`config.mk`:
```
export PLATFORM = sky130hd
export DESIGN_NAME = rts_regs
export DESIGN_NICKNAME = d
export VERILOG_FILES = /design/src/rtl/rts_pkg.sv /design/src/rtl/rts_test_bank.sv /design/src/rtl/rts_regs.sv
export VERILOG_INCLUDE_DIRS = /design/src /design/src/rtl
export SDC_FILE = /design/constraint.sdc
export NUM_CORES = 1
export LEC_CHECK = 0
export BUFFER_PORTS_ARGS = -buffer_cell sky130_fd_sc_hd__buf_4
export CAP_MARGIN = 20
export CORE_ASPECT_RATIO = 0.7
export CORE_MARGIN = 3
export CORE_UTILIZATION = 38
export DETAILED_ROUTE_END_ITERATION = 12
export PLACE_DENSITY = 0.64
export SLEW_MARGIN = 20
export SYNTH_ARGS = -nofsm -noshare
export SYNTH_HDL_FRONTEND = slang
export SYNTH_HIERARCHICAL = 1
export SYNTH_SLANG_ARGS = --single-unit
```
`constraint.sdc`:
```
create_clock -name i_clk_sys -period 3.05 [get_ports i_clk_sys]
set_input_delay 0.1525 -clock i_clk_sys [delete_from_list [all_inputs] [get_ports i_clk_sys]]
set_output_delay 0.1525 -clock i_clk_sys [all_outputs]
set_load 0.005 [all_outputs]
```
`src/rtl/rts_defines.svh`:
```
`ifndef RTS_DEFINES_SVH
`define RTS_DEFINES_SVH

// ----------------------------------------------------------------
// Register offsets
// ----------------------------------------------------------------
`define RTS_OFS_SYNTH_TEST      6'h29
`define RTS_OFS_PRODUCTION_TEST 6'h2A
`define RTS_OFS_GAIN_CTRL_TEST  6'h2B
`define RTS_OFS_TEST_SETTING_2  6'h2C
`define RTS_OFS_TEST_SETTING_1  6'h2D
`define RTS_OFS_TEST_SETTING_0  6'h2E
`define RTS_OFS_PART_NUMBER     6'h30
`define RTS_OFS_SILICON_VERSION 6'h31
`define RTS_OFS_FREQ_OFFSET     6'h32
`define RTS_OFS_LINK_QUALITY    6'h33
`define RTS_OFS_SIGNAL_STRENGTH 6'h34
`define RTS_OFS_RADIO_STATE     6'h35

// ----------------------------------------------------------------
// Reset values
// ----------------------------------------------------------------
`define RTS_RST_SYNTH_TEST      8'h59
`define RTS_RST_PRODUCTION_TEST 8'h7F
`define RTS_RST_GAIN_CTRL_TEST  8'h3F
`define RTS_RST_TEST_SETTING_2  8'h88
`define RTS_RST_TEST_SETTING_1  8'h31
`define RTS_RST_TEST_SETTING_0  8'h0B

// ----------------------------------------------------------------
// Fields and values
// ----------------------------------------------------------------
`define RTS_TEMP_SENSOR_ON      8'hBF
`define RTS_OSC_SEL_CAL_BIT     1
`define RTS_CRC_OK_BIT          7
`define RTS_HDR_READ_BIT        7
`define RTS_TEST_ENTRIES        6
`define RTS_CODE_SLEEP          5'h00
`define RTS_CODE_IDLE           5'h01
`define RTS_CODE_CRYSTAL_OFF    5'h02
`define RTS_CODE_RX             5'h0D
`define RTS_CODE_RX_OVERFLOW    5'h11
`define RTS_CODE_TX             5'h13
`define RTS_CODE_TX_UNDERFLOW   5'h16

`endif

```
`src/rtl/rts_pkg.sv`:
```
`default_nettype none
package rts_pkg;

  typedef enum logic [2:0] {
    RTS_PH_HEADER = 3'h1,
    RTS_PH_DATA   = 3'h2,
    RTS_PH_DONE   = 3'h4
  } rts_phase_t;

  typedef logic [7:0] rts_byte_t;

endpackage
`default_nettype wire

```
`src/rtl/rts_test_bank.sv`:
```
`include "rts_defines.svh"
`default_nettype none
module rts_test_bank
  import rts_pkg::*;
(
  input  wire logic      i_clk_sys,
  input  wire logic      i_resetn,
  input  wire logic      i_sleep_enter,
  input  wire logic      i_wr_en,
  input  wire logic [2:0] i_wr_idx,
  input  wire rts_byte_t i_wr_data,
  input  wire logic [2:0] i_rd_idx,
  output rts_byte_t      o_rd_data,
  output rts_byte_t      o_production_test,
  output rts_byte_t      o_test_setting_0
);

  rts_byte_t bank_r [`RTS_TEST_ENTRIES];
  rts_byte_t rd_data_r;

  // ----------------------------------------------------------------
  // Entries; sleep restores defaults and beats a host write
  // ----------------------------------------------------------------
  genvar g;
  generate
    for (g = 0; g < `RTS_TEST_ENTRIES; g++) begin : g_entry
      localparam rts_byte_t RST_VAL =
        (g == 0) ? `RTS_RST_SYNTH_TEST :
        (g == 1) ? `RTS_RST_PRODUCTION_TEST :
        (g == 2) ? `RTS_RST_GAIN_CTRL_TEST :
        (g == 3) ? `RTS_RST_TEST_SETTING_2 :
        (g == 4) ? `RTS_RST_TEST_SETTING_1 : `RTS_RST_TEST_SETTING_0;
      always_ff @(posedge i_clk_sys or negedge i_resetn) begin
        if (!i_resetn) begin
          bank_r[g] <= RST_VAL;
        end else if (i_sleep_enter) begin
          bank_r[g] <= RST_VAL;
        end else if (i_wr_en && (i_wr_idx == 3'(g))) begin
          bank_r[g] <= i_wr_data;
        end
      end

    end
  endgenerate

  always_ff @(posedge i_clk_sys or negedge i_resetn) begin
    if (!i_resetn) begin
      rd_data_r <= 8'h00;
    end else if (i_rd_idx < 3'(`RTS_TEST_ENTRIES)) begin
      rd_data_r <= bank_r[i_rd_idx];
    end else begin
      rd_data_r <= 8'h00;
    end
  end

  assign o_rd_data         = rd_data_r;
  assign o_production_test = bank_r[1];
  assign o_test_setting_0  = bank_r[5];
endmodule
`default_nettype wire

```
`src/rtl/rts_regs.sv`:
```
`include "rts_defines.svh"
`default_nettype none
module rts_regs
  import rts_pkg::*;
#(
  parameter rts_byte_t PART_NUMBER     = 8'hA5, // Arbitrary value
  parameter rts_byte_t SILICON_VERSION = 8'h5A  // Arbitrary value
)(
  input  wire logic       i_clk_sys,
  input  wire logic       i_resetn,
  input  wire logic       i_chip_select_low,
  input  wire logic       i_sclk,
  input  wire logic       i_mosi,
  output logic            o_miso,
  output logic            o_miso_oe_n,
  input  wire logic [4:0] i_radio_state_code,
  input  wire logic       i_sleep_enter,
  input  wire rts_byte_t  i_freq_offset,
  input  wire logic       i_mod_ask_ook,
  input  wire logic       i_crc_done,
  input  wire logic       i_crc_match,
  input  wire logic       i_rx_enter,
  input  wire logic       i_lqi_valid,
  input  wire logic [6:0] i_link_quality_value,
  input  wire rts_byte_t  i_signal_strength,
  output logic            o_wake_request,
  output logic            o_temp_sensor_en,
  output logic            o_osc_select_cal_enable
);

  rts_phase_t phase_r;
  logic       sclk_r;
  logic       cs_low_r;
  logic [3:0] bit_cnt_r;
  rts_byte_t  rx_shift_r;
  rts_byte_t  header_r;
  rts_byte_t  tx_shift_r;
  rts_byte_t  freq_r;
  logic       crc_ok_r;
  logic [6:0] lqi_r;
  rts_byte_t  signal_strength_r;
  logic       wake_r;
  logic       temp_en_r;
  logic       wr_en;
  logic [2:0] wr_idx;
  logic [2:0] rd_idx;
  rts_byte_t  bank_rd_data;
  rts_byte_t  production_test;
  rts_byte_t  test_setting_0;
  rts_byte_t  rd_mux;
  rts_byte_t  rx_byte_nxt;
  logic [4:0] state_read;
  logic       sclk_rise;
  logic       sclk_fall;
  logic       cs_fall;
  logic [5:0] addr;
  logic       in_bank;

  // ----------------------------------------------------------------
  // Serial port edge detection
  // ----------------------------------------------------------------
  // Pins are taken as synchronous; SCLK must stay at least two
  // system clocks in each level so a read byte is ready in time.
  always_ff @(posedge i_clk_sys or negedge i_resetn) begin
    if (!i_resetn) begin
      sclk_r   <= 1'b0;
      cs_low_r <= 1'b1;
    end else begin
      sclk_r   <= i_sclk;
      cs_low_r <= i_chip_select_low;
    end
  end

  assign sclk_rise   = !i_chip_select_low && i_sclk && !sclk_r;
  assign sclk_fall   = !i_chip_select_low && !i_sclk && sclk_r;
  assign cs_fall     = !i_chip_select_low && cs_low_r;
  assign rx_byte_nxt = {rx_shift_r[6:0], i_mosi};
  assign addr        = header_r[5:0];
  assign in_bank     = (addr >= `RTS_OFS_SYNTH_TEST) && (addr <= `RTS_OFS_TEST_SETTING_0);

  // ----------------------------------------------------------------
  // Frame sequencing: header byte, one data byte, rest ignored
  // ----------------------------------------------------------------
  always_ff @(posedge i_clk_sys or negedge i_resetn) begin
    if (!i_resetn) begin
      phase_r   <= RTS_PH_HEADER;
      bit_cnt_r <= 4'h0;
      rx_shift_r <= 8'h00;
      header_r  <= 8'h00;
    end else if (i_chip_select_low) begin
      phase_r   <= RTS_PH_HEADER;
      bit_cnt_r <= 4'h0;
    end else if (sclk_rise) begin
      rx_shift_r <= rx_byte_nxt;
      unique case (phase_r)
        RTS_PH_HEADER: begin
          bit_cnt_r <= bit_cnt_r + 4'h1;
          if (bit_cnt_r == 4'h7) begin
            header_r  <= rx_byte_nxt;
            bit_cnt_r <= 4'h0;
            phase_r   <= RTS_PH_DATA;
          end
        end
        RTS_PH_DATA: begin
          bit_cnt_r <= bit_cnt_r + 4'h1;
          if (bit_cnt_r == 4'h7) begin
            bit_cnt_r <= 4'h0;
            phase_r   <= RTS_PH_DONE;
          end
        end
        RTS_PH_DONE: begin
          bit_cnt_r <= 4'h0;
        end
        default: begin
          phase_r <= RTS_PH_HEADER;
        end
      endcase
    end
  end

  // Only the test bank takes writes; status offsets fall through
  assign wr_en  = sclk_rise && (phase_r == RTS_PH_DATA) && (bit_cnt_r == 4'h7)
                  && !header_r[`RTS_HDR_READ_BIT] && in_bank;
  assign wr_idx = 3'(addr - `RTS_OFS_SYNTH_TEST);
  assign rd_idx = in_bank ? 3'(addr - `RTS_OFS_SYNTH_TEST) : 3'h7;

  rts_test_bank u_test_bank (
    .i_clk_sys         (i_clk_sys),
    .i_resetn          (i_resetn),
    .i_sleep_enter     (i_sleep_enter),
    .i_wr_en           (wr_en),
    .i_wr_idx          (wr_idx),
    .i_wr_data         (rx_byte_nxt),
    .i_rd_idx          (rd_idx),
    .o_rd_data         (bank_rd_data),
    .o_production_test (production_test),
    .o_test_setting_0  (test_setting_0)
  );

  // ----------------------------------------------------------------
  // Read data selection
  // ----------------------------------------------------------------
  // Sleep and crystal-off end as soon as chip select falls, so a
  // read can never see them; report idle in their place.
  always_comb begin
    state_read = i_radio_state_code;
    if ((i_radio_state_code == `RTS_CODE_SLEEP) || (i_radio_state_code == `RTS_CODE_CRYSTAL_OFF)) begin
      state_read = `RTS_CODE_IDLE;
    end
  end

  always_comb begin
    rd_mux = 8'h00;
    if (in_bank) begin
      rd_mux = bank_rd_data;
    end else begin
      unique case (addr)
        `RTS_OFS_PART_NUMBER:     rd_mux = PART_NUMBER;
        `RTS_OFS_SILICON_VERSION: rd_mux = SILICON_VERSION;
        `RTS_OFS_FREQ_OFFSET:     rd_mux = freq_r;
        `RTS_OFS_LINK_QUALITY:    rd_mux = {crc_ok_r, lqi_r};
        `RTS_OFS_SIGNAL_STRENGTH: rd_mux = signal_strength_r;
        `RTS_OFS_RADIO_STATE:     rd_mux = {3'b000, state_read};
        default:                  rd_mux = 8'h00;
      endcase
    end
  end

  // ----------------------------------------------------------------
  // MISO: status byte during header, read byte after it
  // ----------------------------------------------------------------
  always_ff @(posedge i_clk_sys or negedge i_resetn) begin
    if (!i_resetn) begin
      tx_shift_r <= 8'h00;
    end else if (cs_fall) begin
      tx_shift_r <= {3'b000, state_read};
    end else if (sclk_fall) begin
      if ((phase_r == RTS_PH_DATA) && (bit_cnt_r == 4'h0)) begin
        tx_shift_r <= header_r[`RTS_HDR_READ_BIT] ? rd_mux : 8'h00;
      end else begin
        tx_shift_r <= {tx_shift_r[6:0], 1'b0};
      end
    end
  end

  assign o_miso      = tx_shift_r[7];
  assign o_miso_oe_n = i_chip_select_low;

  // ----------------------------------------------------------------
  // Status capture from the radio core
  // ----------------------------------------------------------------
  always_ff @(posedge i_clk_sys or negedge i_resetn) begin
    if (!i_resetn) begin
      freq_r <= 8'h00;
    end else if (i_mod_ask_ook) begin
      freq_r <= 8'h00;
    end else begin
      freq_r <= i_freq_offset;
    end
  end

  // A match reported in the same cycle as a receive restart is kept
  always_ff @(posedge i_clk_sys or negedge i_resetn) begin
    if (!i_resetn) begin
      crc_ok_r <= 1'b0;
    end else if (i_crc_done) begin
      crc_ok_r <= i_crc_match;
    end else if (i_rx_enter) begin
      crc_ok_r <= 1'b0;
    end
  end

  always_ff @(posedge i_clk_sys or negedge i_resetn) begin
    if (!i_resetn) begin
      lqi_r <= 7'h00;
    end else if (i_lqi_valid) begin
      lqi_r <= i_link_quality_value;
    end
  end

  always_ff @(posedge i_clk_sys or negedge i_resetn) begin
    if (!i_resetn) begin
      signal_strength_r <= 8'h00;
    end else begin
      signal_strength_r <= i_signal_strength;
    end
  end

  // ----------------------------------------------------------------
  // Control outputs
  // ----------------------------------------------------------------
  always_ff @(posedge i_clk_sys or negedge i_resetn) begin
    if (!i_resetn) begin
      wake_r <= 1'b0;
    end else begin
      wake_r <= cs_fall && ((i_radio_state_code == `RTS_CODE_SLEEP)
                || (i_radio_state_code == `RTS_CODE_CRYSTAL_OFF));
    end
  end

  // Sensor only usable in idle; the host owns restoring the default
  always_ff @(posedge i_clk_sys or negedge i_resetn) begin
    if (!i_resetn) begin
      temp_en_r <= 1'b0;
    end else begin
      temp_en_r <= (production_test == `RTS_TEMP_SENSOR_ON)
                   && (i_radio_state_code == `RTS_CODE_IDLE);
    end
  end

  assign o_wake_request          = wake_r;
  assign o_temp_sensor_en        = temp_en_r;
  assign o_osc_select_cal_enable = test_setting_0[`RTS_OSC_SEL_CAL_BIT];
endmodule
`default_nettype wire

```
---- Yosys cells after proc, flatten, opt, wreduce, memory -nomap -nowiden ----
Index checks and enable logic that the tools add are counted.
word-level totals
  bits of input ports ..................... 39
  memories kept ........................... 0
  latch bits .............................. 0
  memory bits (read-only) ................. 0
  bits in writable memories ............... 0
  output and inout port bits .............. 5
  bits in registers ....................... 114
  logic and storage cells ................. 127
operators by class
  equality and inequality tests ........... 21
  bitwise gates (word level) .............. 2
  order comparisons ....................... 4
  reduce and logical (&&, ||, !) cells .... 42
  divide/modulo/power cells ............... 0
  mux-type cells .......................... 36
  shift operators ......................... 0
  multipliers ............................. 0
  add/sub/neg operators ................... 2
operator list
  operator               count
  $mux W8                21
  $pmux W8 S6            1
  $eq A6 B6 Y1 const B   6
  $bmux W8 S3            1
  $logic_and A1 B1 Y1    19
  $reduce_bool A2 Y1     9
  $mux W3                5
  $mux W4                3
  $eq A3 B2 Y1 const B   3
  $eq A3 B3 Y1 const B   3
  $pmux W3 S3            1
  $eq A8 B8 Y1 const B   1
  $pmux W4 S2            1
  $reduce_and A4 Y1      2
  $eq A3 B1 Y1 const B   2
  $ge A6 B6 Y1 const B   1
  $le A6 B6 Y1 const B   1
  $ne A3 B3 Y1 const B   2
  $eq A5 B1 Y1 const B   1
  $eq A5 B2 Y1 const B   1
  $logic_not A5 Y1       1
  $mux W5                1
  $add A4 B1 Y4 const B  1
  $eq A4 B3 Y1 const B   1
  14 further kinds       19

---- Logic depth before layout (Yosys ltp) ----
Gate-level depths: netlist of run 1.
  depth after elaboration ................. 10
  mapped depth ............................ 11

---- Modules after synthesis ----
Netlist of run 1, hierarchy kept.
by module, submodules not included
  module         cells an instance  area each (um^2)  times used
  rts_test_bank  258                2,801.4           1
  rts_regs       251                2,791.4           1

---- Worst setup path before layout of run 1 ----
Ideal clock, no wire load.
  path type ............................... flip-flop to flip-flop
  start point ............................. reg header_r[0]
  end point ............................... reg u_test_bank/bank_r[44] in the netlist's numbering
  cell stages (with the launch flop) ...... 10
  required time ........................... 2,968 ps
  setup time .............................. 82 ps
  clock period less this slack ............ 2,685 ps
  arrival ................................. 2,604 ps
  path slack .............................. 365 ps
  cell sequence ........................... dfrtp_1 -> inv_1 -> ha_1 -> and3b_1 -> nor4_4 -> and3_1 -> nor4b_4 -> buf_6 -> nor2b_1 -> a211o_1
between the ends
  elaborated cells on any way between the ends .. 8
  classes of those cells .................. add/sub: 1; order compare: 2; reduce/logical: 5
RTL lines
  element                         line                 source
  start: declaration              rts_regs.sv:36       rts_byte_t header_r;
  start signal: assignment        rts_regs.sv:99       header_r <= rx_byte_nxt;
  $sub A3 B1 Y3 (no line)         --
  via wr_idx[0]                   rts_regs.sv:45       logic [2:0] wr_idx;
  $logic_not A3 Y1                rts_test_bank.sv:38  end else if (i_wr_en && (i_wr_idx == 3'(g))) begin
  $logic_and A1 B1 Y1             rts_test_bank.sv:38
  $reduce_bool A2 Y1 (no line)    --
  end signal: indexed assignment  rts_test_bank.sv:39  bank_r[g] <= i_wr_data;
  end: declaration                rts_test_bank.sv:18  rts_byte_t bank_r [`RTS_TEST_ENTRIES];
The timed path passes the listed nets, and every way through them passes these cells.
A chain may end at the register's enable or synchronous reset.

---- Worst setup path in the final report of run 1 ----
  start point ............................. reg header_r[0]
  end point ............................... reg u_test_bank/bank_r[26] in the netlist's numbering
between the ends
  elaborated cells on any way between the ends .. 8
  classes of those cells .................. add/sub: 1; order compare: 2; eq/ne: 1; reduce/logical: 4
RTL lines
  element                       line
  $sub A3 B1 Y3 (no line)       --
  via wr_idx[0]                 rts_regs.sv:45
  $eq A3 B2 Y1                  rts_test_bank.sv:38
  $logic_and A1 B1 Y1           rts_test_bank.sv:38
  $reduce_bool A2 Y1 (no line)  --
The timed path passes the listed nets, and every way through them passes these cells.

==> results of run 1 <==
==> registers in the layout (all words and copies together), names as in the netlist, 3 cells and up <==
register and count:
bit_cnt_r 4, freq_r 8, header_r 7, lqi_r 7, phase_r 3, rx_shift_r 7, signal_strength_r 8, tx_shift_r 8
u_test_bank/bank_r 32, u_test_bank/o_production_test 8, u_test_bank/o_rd_data 8, u_test_bank/o_test_setting_0 8
==> stage by stage <==
stage | std cells | total power, uW | instance area, sq um | utilization
after detailed placement | 706 | 1990 | 5960 | 0.423
after floorplan | 502 | 1790 | 5540 | -
after global placement | 706 | 1970 | 5960 | 0.423
final | 775 | 4010 | 6930 | 0.491
after CTS | 775 | 4020 | 6920 | 0.491
after global routing | 775 | 4130 | 6930 | 0.491
==> where the power goes <==
part	switching, uW	internal, uW	total (uW)
logic	116	142	258
clock network	702	1300	2000
registers	171	1570	1750
total	990	3020	4010
==> cell type report <==
class                   instances  share of cell area
clock inverters                10              0.0195
repair buffers                 89               0.112
flip-flops and latches        113               0.413
well taps                     190              0.0343
inverters                       8             0.00434
multi-input cells             343               0.351
clock buffers                  22              0.0656
==> routing by layer <==
layer / global-route usage / share of wire / up-vias
li1: - / - / 1956
met1: 0.293 / 0.50 / 2148
met2: 0.254 / 0.41 / 136
met3: 0.0439 / 0.060 / 26
met4: 0.0757 / 0.023 / 0
met5: 0 / 0 / -
==> critical path: stages, from the launching register on <==
cell and delay, ns:
dfrtp_1 0.42, inv_1 0.29, ha_1 0.23, and3b_1 0.22, nor4_4 0.27, and3_1 0.35, and4bb_2 0.46, buf_4 0.20
nor3_1 0.05, a21oi_1 0.19
==> cell usage in the layout (no fill, tap or decap), types with 4 or more instances in the layout <==
master and count:
clkinv_2 4, dfrtp_1 86, o21ai_1 13, dfstp_2 27, nor2b_1 29, mux2_1 7
a22o_1 4, clkbuf_1 4, a21oi_1 30, a22oi_1 4, clkbuf_16 17, nand3b_1 6
ha_1 7, a221o_1 5, a221oi_1 5, nand2_1 44, nor2_1 33, mux2_2 14
mux2i_1 36, o32a_1 8, dlygate4sd3_1 37, a211o_1 15, nor3_1 12, buf_4 51
inv_1 7, nand3_1 9, nand2b_1 7, o21ai_0 10
==> repair_timing <==
action                                 4_1_cts  5_1_grt
endpoints found under the hold margin       68        0
setup endpoints to repair                    0       10
resized for setup                            0        3
hold buffers                                37        0
==> worst max-delay path by stage <==
stage / start / to / cells after the start
after CTS: header_r[0] / u_test_bank/o_rd_data[3] / 7
after detailed placement: header_r[0] / u_test_bank/o_rd_data[0] / 7
final: header_r[0] / u_test_bank/bank_r[26] / 9
after global placement: header_r[0] / u_test_bank/o_rd_data[1] / 7
after global routing: header_r[0] / u_test_bank/bank_r[26] / 9
after floorplan: header_r[0] / u_test_bank/bank_r[44] / 9
==> key figures, run 1 <==
Status
  – Outcome: finished, final reports clean

Setup path
  – Worst EP required: 3.37 ns
  – R2R Setup Slk: 0.29 ns
  – Critical path class: reg -> reg
  – WP data arrival: 3.09 ns
  – Worst reg-to-reg path cell count: 9
  – Crit end category: register
  – Reg-to-Reg End: u_test_bank/bank_r[26]
  – Nature of the critical path startpoint: register
  – Reg2reg start: header_r[0]
  – Crit Path Max Fanout: 11

Routing
  – Via count: 4266
  – Wire per inst: 18.8 um
  – Final antenna-violating net count: 0
  – Vias per inst: 5.50
  – First-pass DRT Iterations: 4
  – DRC: 0
  – Final wirelength: 14600 um
  – Drt initial violations: 416

Floorplanning
  – Io pins: 44
  – Die footprint: 16100 sq um
  – Initial Utilization: 0.393
  – Die Width: 150 um
  – Core ar.: 14100 sq um
  – # rows: 36
  – Chip height: 107 um

Yosys
  – Yosys warning total: 6
  – Mapped Nets: 548
  – Mapped Area: 5540 sq um
  – Cells after synthesis: 502
  – Mean Syn Cell Area: 11.0 sq um

CTS
  – Setup bufs post-CTS: 0
  – CTS Sinks: 113
  – CTS H-tree depth: 4
  – Bufs on Longest Clock Path: 2
  – Worst-skew pair later-pin latency: 0.41 ns
  – CTS clock-pin slew for the worst setup and hold paths: 0.05 ns
  – CTS tree: yes
  – Num CTS Buffers: 17
  – Clock Tree Root: clkbuf_16

Hold path
  – WHS Path Cells: 3
  – Hold Crit Class: in -> reg
  – Hold path start: i_radio_state_code[1]
  – WHS Endpoint: o_temp_sensor_en

Final layout
  – Inserted Diodes: 0
  – Share of layout cells above drive strength 1: 0.227
  – Reg area: 2860 sq um
  – Area Growth Syn to Fin: 25.0%
  – Fillers: 1238
  – Final Net Count: 618
  – Multi-input gate area: 2430 sq um

Timing
  – Final worst setup slack: 0.289 ns
  – RSZ-0062 raised after global routing: false
  – Slew Viols, Final: 0
  – Fin Hold WS: 0.0455 ns
  – Setup_tns: 0 ns
  – Final min period: 2.76 ns
  – Final setup viols: 0
  – Worst Skew: 0.0103 ns
  – Slew @ Worst Pin: 1.02 ns
  – Achievable frequency: 362 MHz
  – Tcrit/Tclk final: 0.905
  – Max-slew headroom: 0.308
  – Final Hold Vio Count: 0

Job
  – Max-cap violations: 0

Global route
  – GRT Overall Usage: 0.190
  – Initial antenna violation count: 0
  – Grt total ovfl: 0
  – Global-route wire length before repair: 23300 um
  – Largest net degree at the start of global routing: 57
  – Vias in the first global route: 4196

Placement
  – Dpl ws: 0.145 ns
  – HPWL after DPL: 9930 um
  – Buffers on Ports: 43
  – Placer Congestion: 0.891

Power and ir drop
  – Max IR drop VDD: 0.347 mV
  – Leakage: 0.00300 uW
  – PwrDens: 579 nW/um^2
(Power assumes the default switching activity.)
==> run 2: changes to the inputs <==
--- a/config.mk
+++ b/config.mk
@@ -11,6 +11,7 @@
 export CORE_ASPECT_RATIO = 0.7
 export CORE_MARGIN = 3
 export CORE_UTILIZATION = 38
+export CTS_BUF_LIST = sky130_fd_sc_hd__clkbuf_16
 export DETAILED_ROUTE_END_ITERATION = 12
 export PLACE_DENSITY = 0.64
 export SLEW_MARGIN = 20
==> run 2 against run 1 <==
First-iteration DRC count shrank 6.5%; clock-buffer cell count shrank 5; critical path depth is the same; design area shrank 0.14%; combinational power is essentially flat; sequential share of layout area grew 0.060 points; critical path type unchanged.
==> key figures, run 2 (synthesized netlist as in run 1, its figures left out) <==
Floorplanning
  – Io pins: 44 (unchanged)
  – Die Width: 150 um (unchanged)
  – Chip height: 107 um (unchanged)
  – Core ar.: 14100 sq um (unchanged)
  – # rows: 36 (unchanged)
  – Die footprint: 16100 sq um (unchanged)
  – Initial Utilization: 0.393 (unchanged)

Hold path
  – Hold Crit Class: in -> reg
  – Hold path start: i_radio_state_code[1]
  – WHS Endpoint: o_temp_sensor_en
  – WHS Path Cells: 3 (unchanged)

Routing
  – Vias per inst: 5.52 (+0.26%)
  – Wire per inst: 18.7 um (-0.57%)
  – First-pass DRT Iterations: 5 (+1)
  – Final wirelength: 14500 um (-0.57%)
  – Via count: 4277 (+0.26%)
  – Max layer used: met4
  – Routed wl met3: 812 um (-7.2%)
  – DRC: 0 (unchanged)
  – Met2 wire length: 6030 um (about the same)
  – Final antenna-violating net count: 0 (unchanged)
  – Drt initial violations: 389 (-6.5%)
  – Metal-1 WL: 7320 um (-0.30%)

Setup path
  – R2R Setup Slk: 0.31 ns (+0.02 ns)
  – Reg2reg start: header_r[0]
  – Crit end category: register
  – Crit Path Max Fanout: 11 (unchanged)
  – Reg-to-Reg End: u_test_bank/bank_r[26]
  – Critical path class: reg -> reg
  – Nature of the critical path startpoint: register
  – WP buf/inv: 2 (unchanged)
  – Slowest stage delay, CP: 0.45 ns (about the same)
  – Crit path max-delay family: simple AND/OR/NAND/NOR gates
  – Slowest CP cell: and4bb_2
  – Worst EP required: 3.38 ns (about the same)
  – WP data arrival: 3.07 ns (-0.02 ns)
  – CP Cell Sequence: inv_1, ha_1, and3b_1, nor4_4, and3_1, and4bb_2, buf_4, nor3_1, a21oi_1
  – Worst reg-to-reg path cell count: 9 (unchanged)

Status
  – Outcome: finished, final reports clean

Power and ir drop
  – Pint: 2980 uW (-1.3%)
  – Sw Ratio: 0.249 (+0.00217)
  – Clock power frac: 0.494 (-0.006)
  – P_sw: 988 uW (-0.14%)
  – Combinational Power Share: 0.065 (about the same)
  – PwrDens: 574 nW/um^2 (-0.87%)
  – Design Power: 3970 uW (-1.0%)
  – Leakage: 0.00301 uW (+0.37%)
  – Max IR drop VDD: 0.348 mV (+0.28%)
  – Sequential power share: 0.441 (+0.005)

Final layout
  – Fillers: 1238 (unchanged)
  – Post-layout util: 0.491 (-0.000710)
  – Area Growth Syn to Fin: 24.8%
  – Largest register FFs: 32 (unchanged)
  – Top reg by flops: u_test_bank/bank_r
  – Most common cell after layout, fill and taps aside: dfrtp_1
  – Inserted Diodes: 0 (unchanged)
  – Most frequent cells in the layout: 86 x dfrtp_1, 51 x buf_4, 44 x nand2_1
  – Final Net Count: 618 (unchanged)
  – Share of layout cells above drive strength 1: 0.226 (-0.00171)

Global route
  – Global-route wire length before repair: 23300 um (about the same)
  – GRT Overall Usage: 0.190 (unchanged)
  – Grt total ovfl: 0 (unchanged)
  – Initial antenna violation count: 0 (unchanged)
  – Vias in the first global route: 4197 (+0.024%)
  – Largest net degree at the start of global routing: 57 (unchanged)

CTS
  – CTS clock-pin slew for the worst setup and hold paths: 0.05 ns (about the same)
  – CTS H-tree depth: 4 (unchanged)
  – CTS Sinks: 113 (unchanged)
  – Clock Tree Root: clkbuf_16
  – Worst-skew pair later-pin latency: 0.41 ns (about the same)
  – Num CTS Buffers: 17 (unchanged)
  – Bufs on Longest Clock Path: 2 (unchanged)
  – CTS tree: yes

Timing
  – Slew Viols, Final: 0 (unchanged)
  – Setup_tns: 0 ns (unchanged)
  – Slew @ Worst Pin: 1.01 ns (-0.0155 ns)
  – Achievable frequency: 365 MHz (+0.72%)
  – Tcrit/Tclk final: 0.899 (-0.00651)
  – RSZ-0062 raised after global routing: false
  – Final min period: 2.74 ns (-0.0199 ns)
  – Final Hold Vio Count: 0 (unchanged)
  – Final setup viols: 0 (unchanged)
  – Worst Skew: 0.0105 ns (+0.000109 ns)
  – Max-slew headroom: 0.318 (+0.0105)
  – Fin Hold WS: 0.0479 ns (+0.00246 ns)

Placement
  – HPWL after DPL: 9930 um (unchanged)
  – Buffers on Ports: 43 (unchanged)
  – Placer Congestion: 0.891 (unchanged)

Job
  – Max-cap violations: 0 (unchanged)
-- run 2: cell types whose count changed in the layout (fill, tap and decap cells not counted) --
| cell | delta |
|---|---|
| clkbuf_8 | -1 |
| inv_1 | +4 |
| clkinv_1 | +1 |
| clkbuf_1 | -4 |
-- run 2: metal layers --
layer / vias to the layer above / global-route usage
li1: 1958 / -
met1: 2166 / 0.293
met2: 129 / 0.255
met3: 24 / 0.0439
met4: 0 / 0.0757
met5: - / 0
-- run 2: power groups by stage --
stage               logic, uW  clock network (uW)  registers, uW
floorplan                 121                   0           1670
global placement          210                   0           1760
detailed placement        221                   0           1770
CTS                       259                1980           1740
global route              286                2040           1760
finish                    257                1960           1750
-- run 2: worst max path at each step --
stage,start,endpoint,slack [ns],cells past startpoint
3_5_place_dp,header_r[0],u_test_bank/o_rd_data[0],0.15,7
2_1_floorplan,header_r[0],u_test_bank/bank_r[44],0.36,9
6_report,header_r[0],u_test_bank/bank_r[26],0.31,9
3_3_place_gp,header_r[0],u_test_bank/o_rd_data[1],0.26,7
5_1_grt,header_r[0],u_test_bank/bank_r[26],0.09,9
4_1_cts,header_r[0],u_test_bank/o_rd_data[3],0.15,7
-- run 2: worst reg2reg max path, stage by stage, from the launching register on --
cell	delay, ns
dfrtp_1	0.42
inv_1	0.29
ha_1	0.23
and3b_1	0.22
nor4_4	0.27
and3_1	0.34
and4bb_2	0.45
buf_4	0.20
nor3_1	0.05
a21oi_1	0.19
-- run 2: through the flow --
step           cell area, sq um  setup WS, ns  std cells
6_report                   6920         0.309        775
5_1_grt                    6920        0.0883        775
4_1_cts                    6910         0.146        775
3_5_place_dp               5960         0.145        706
3_3_place_gp               5960         0.260        706
2_1_floorplan              5540         0.365        502
-- run 2: cell type report --
cell class              count  area (sq um)  share of cell area
repair buffers             89           773               0.112
multi-input cells         343          2430               0.352
inverters                   8          30.0             0.00434
clock buffers              17           425              0.0615
flip-flops and latches    113          2860               0.414
clock inverters            15           154              0.0223
well taps                 190           238              0.0344
-- run 2: repair_timing --
action,4_1_cts,5_1_grt
buffers inserted,0,0
endpoints found under the setup margin,0,10
hold buffers,37,0
gates resized for setup,0,3
hold endpoints to repair,68,0
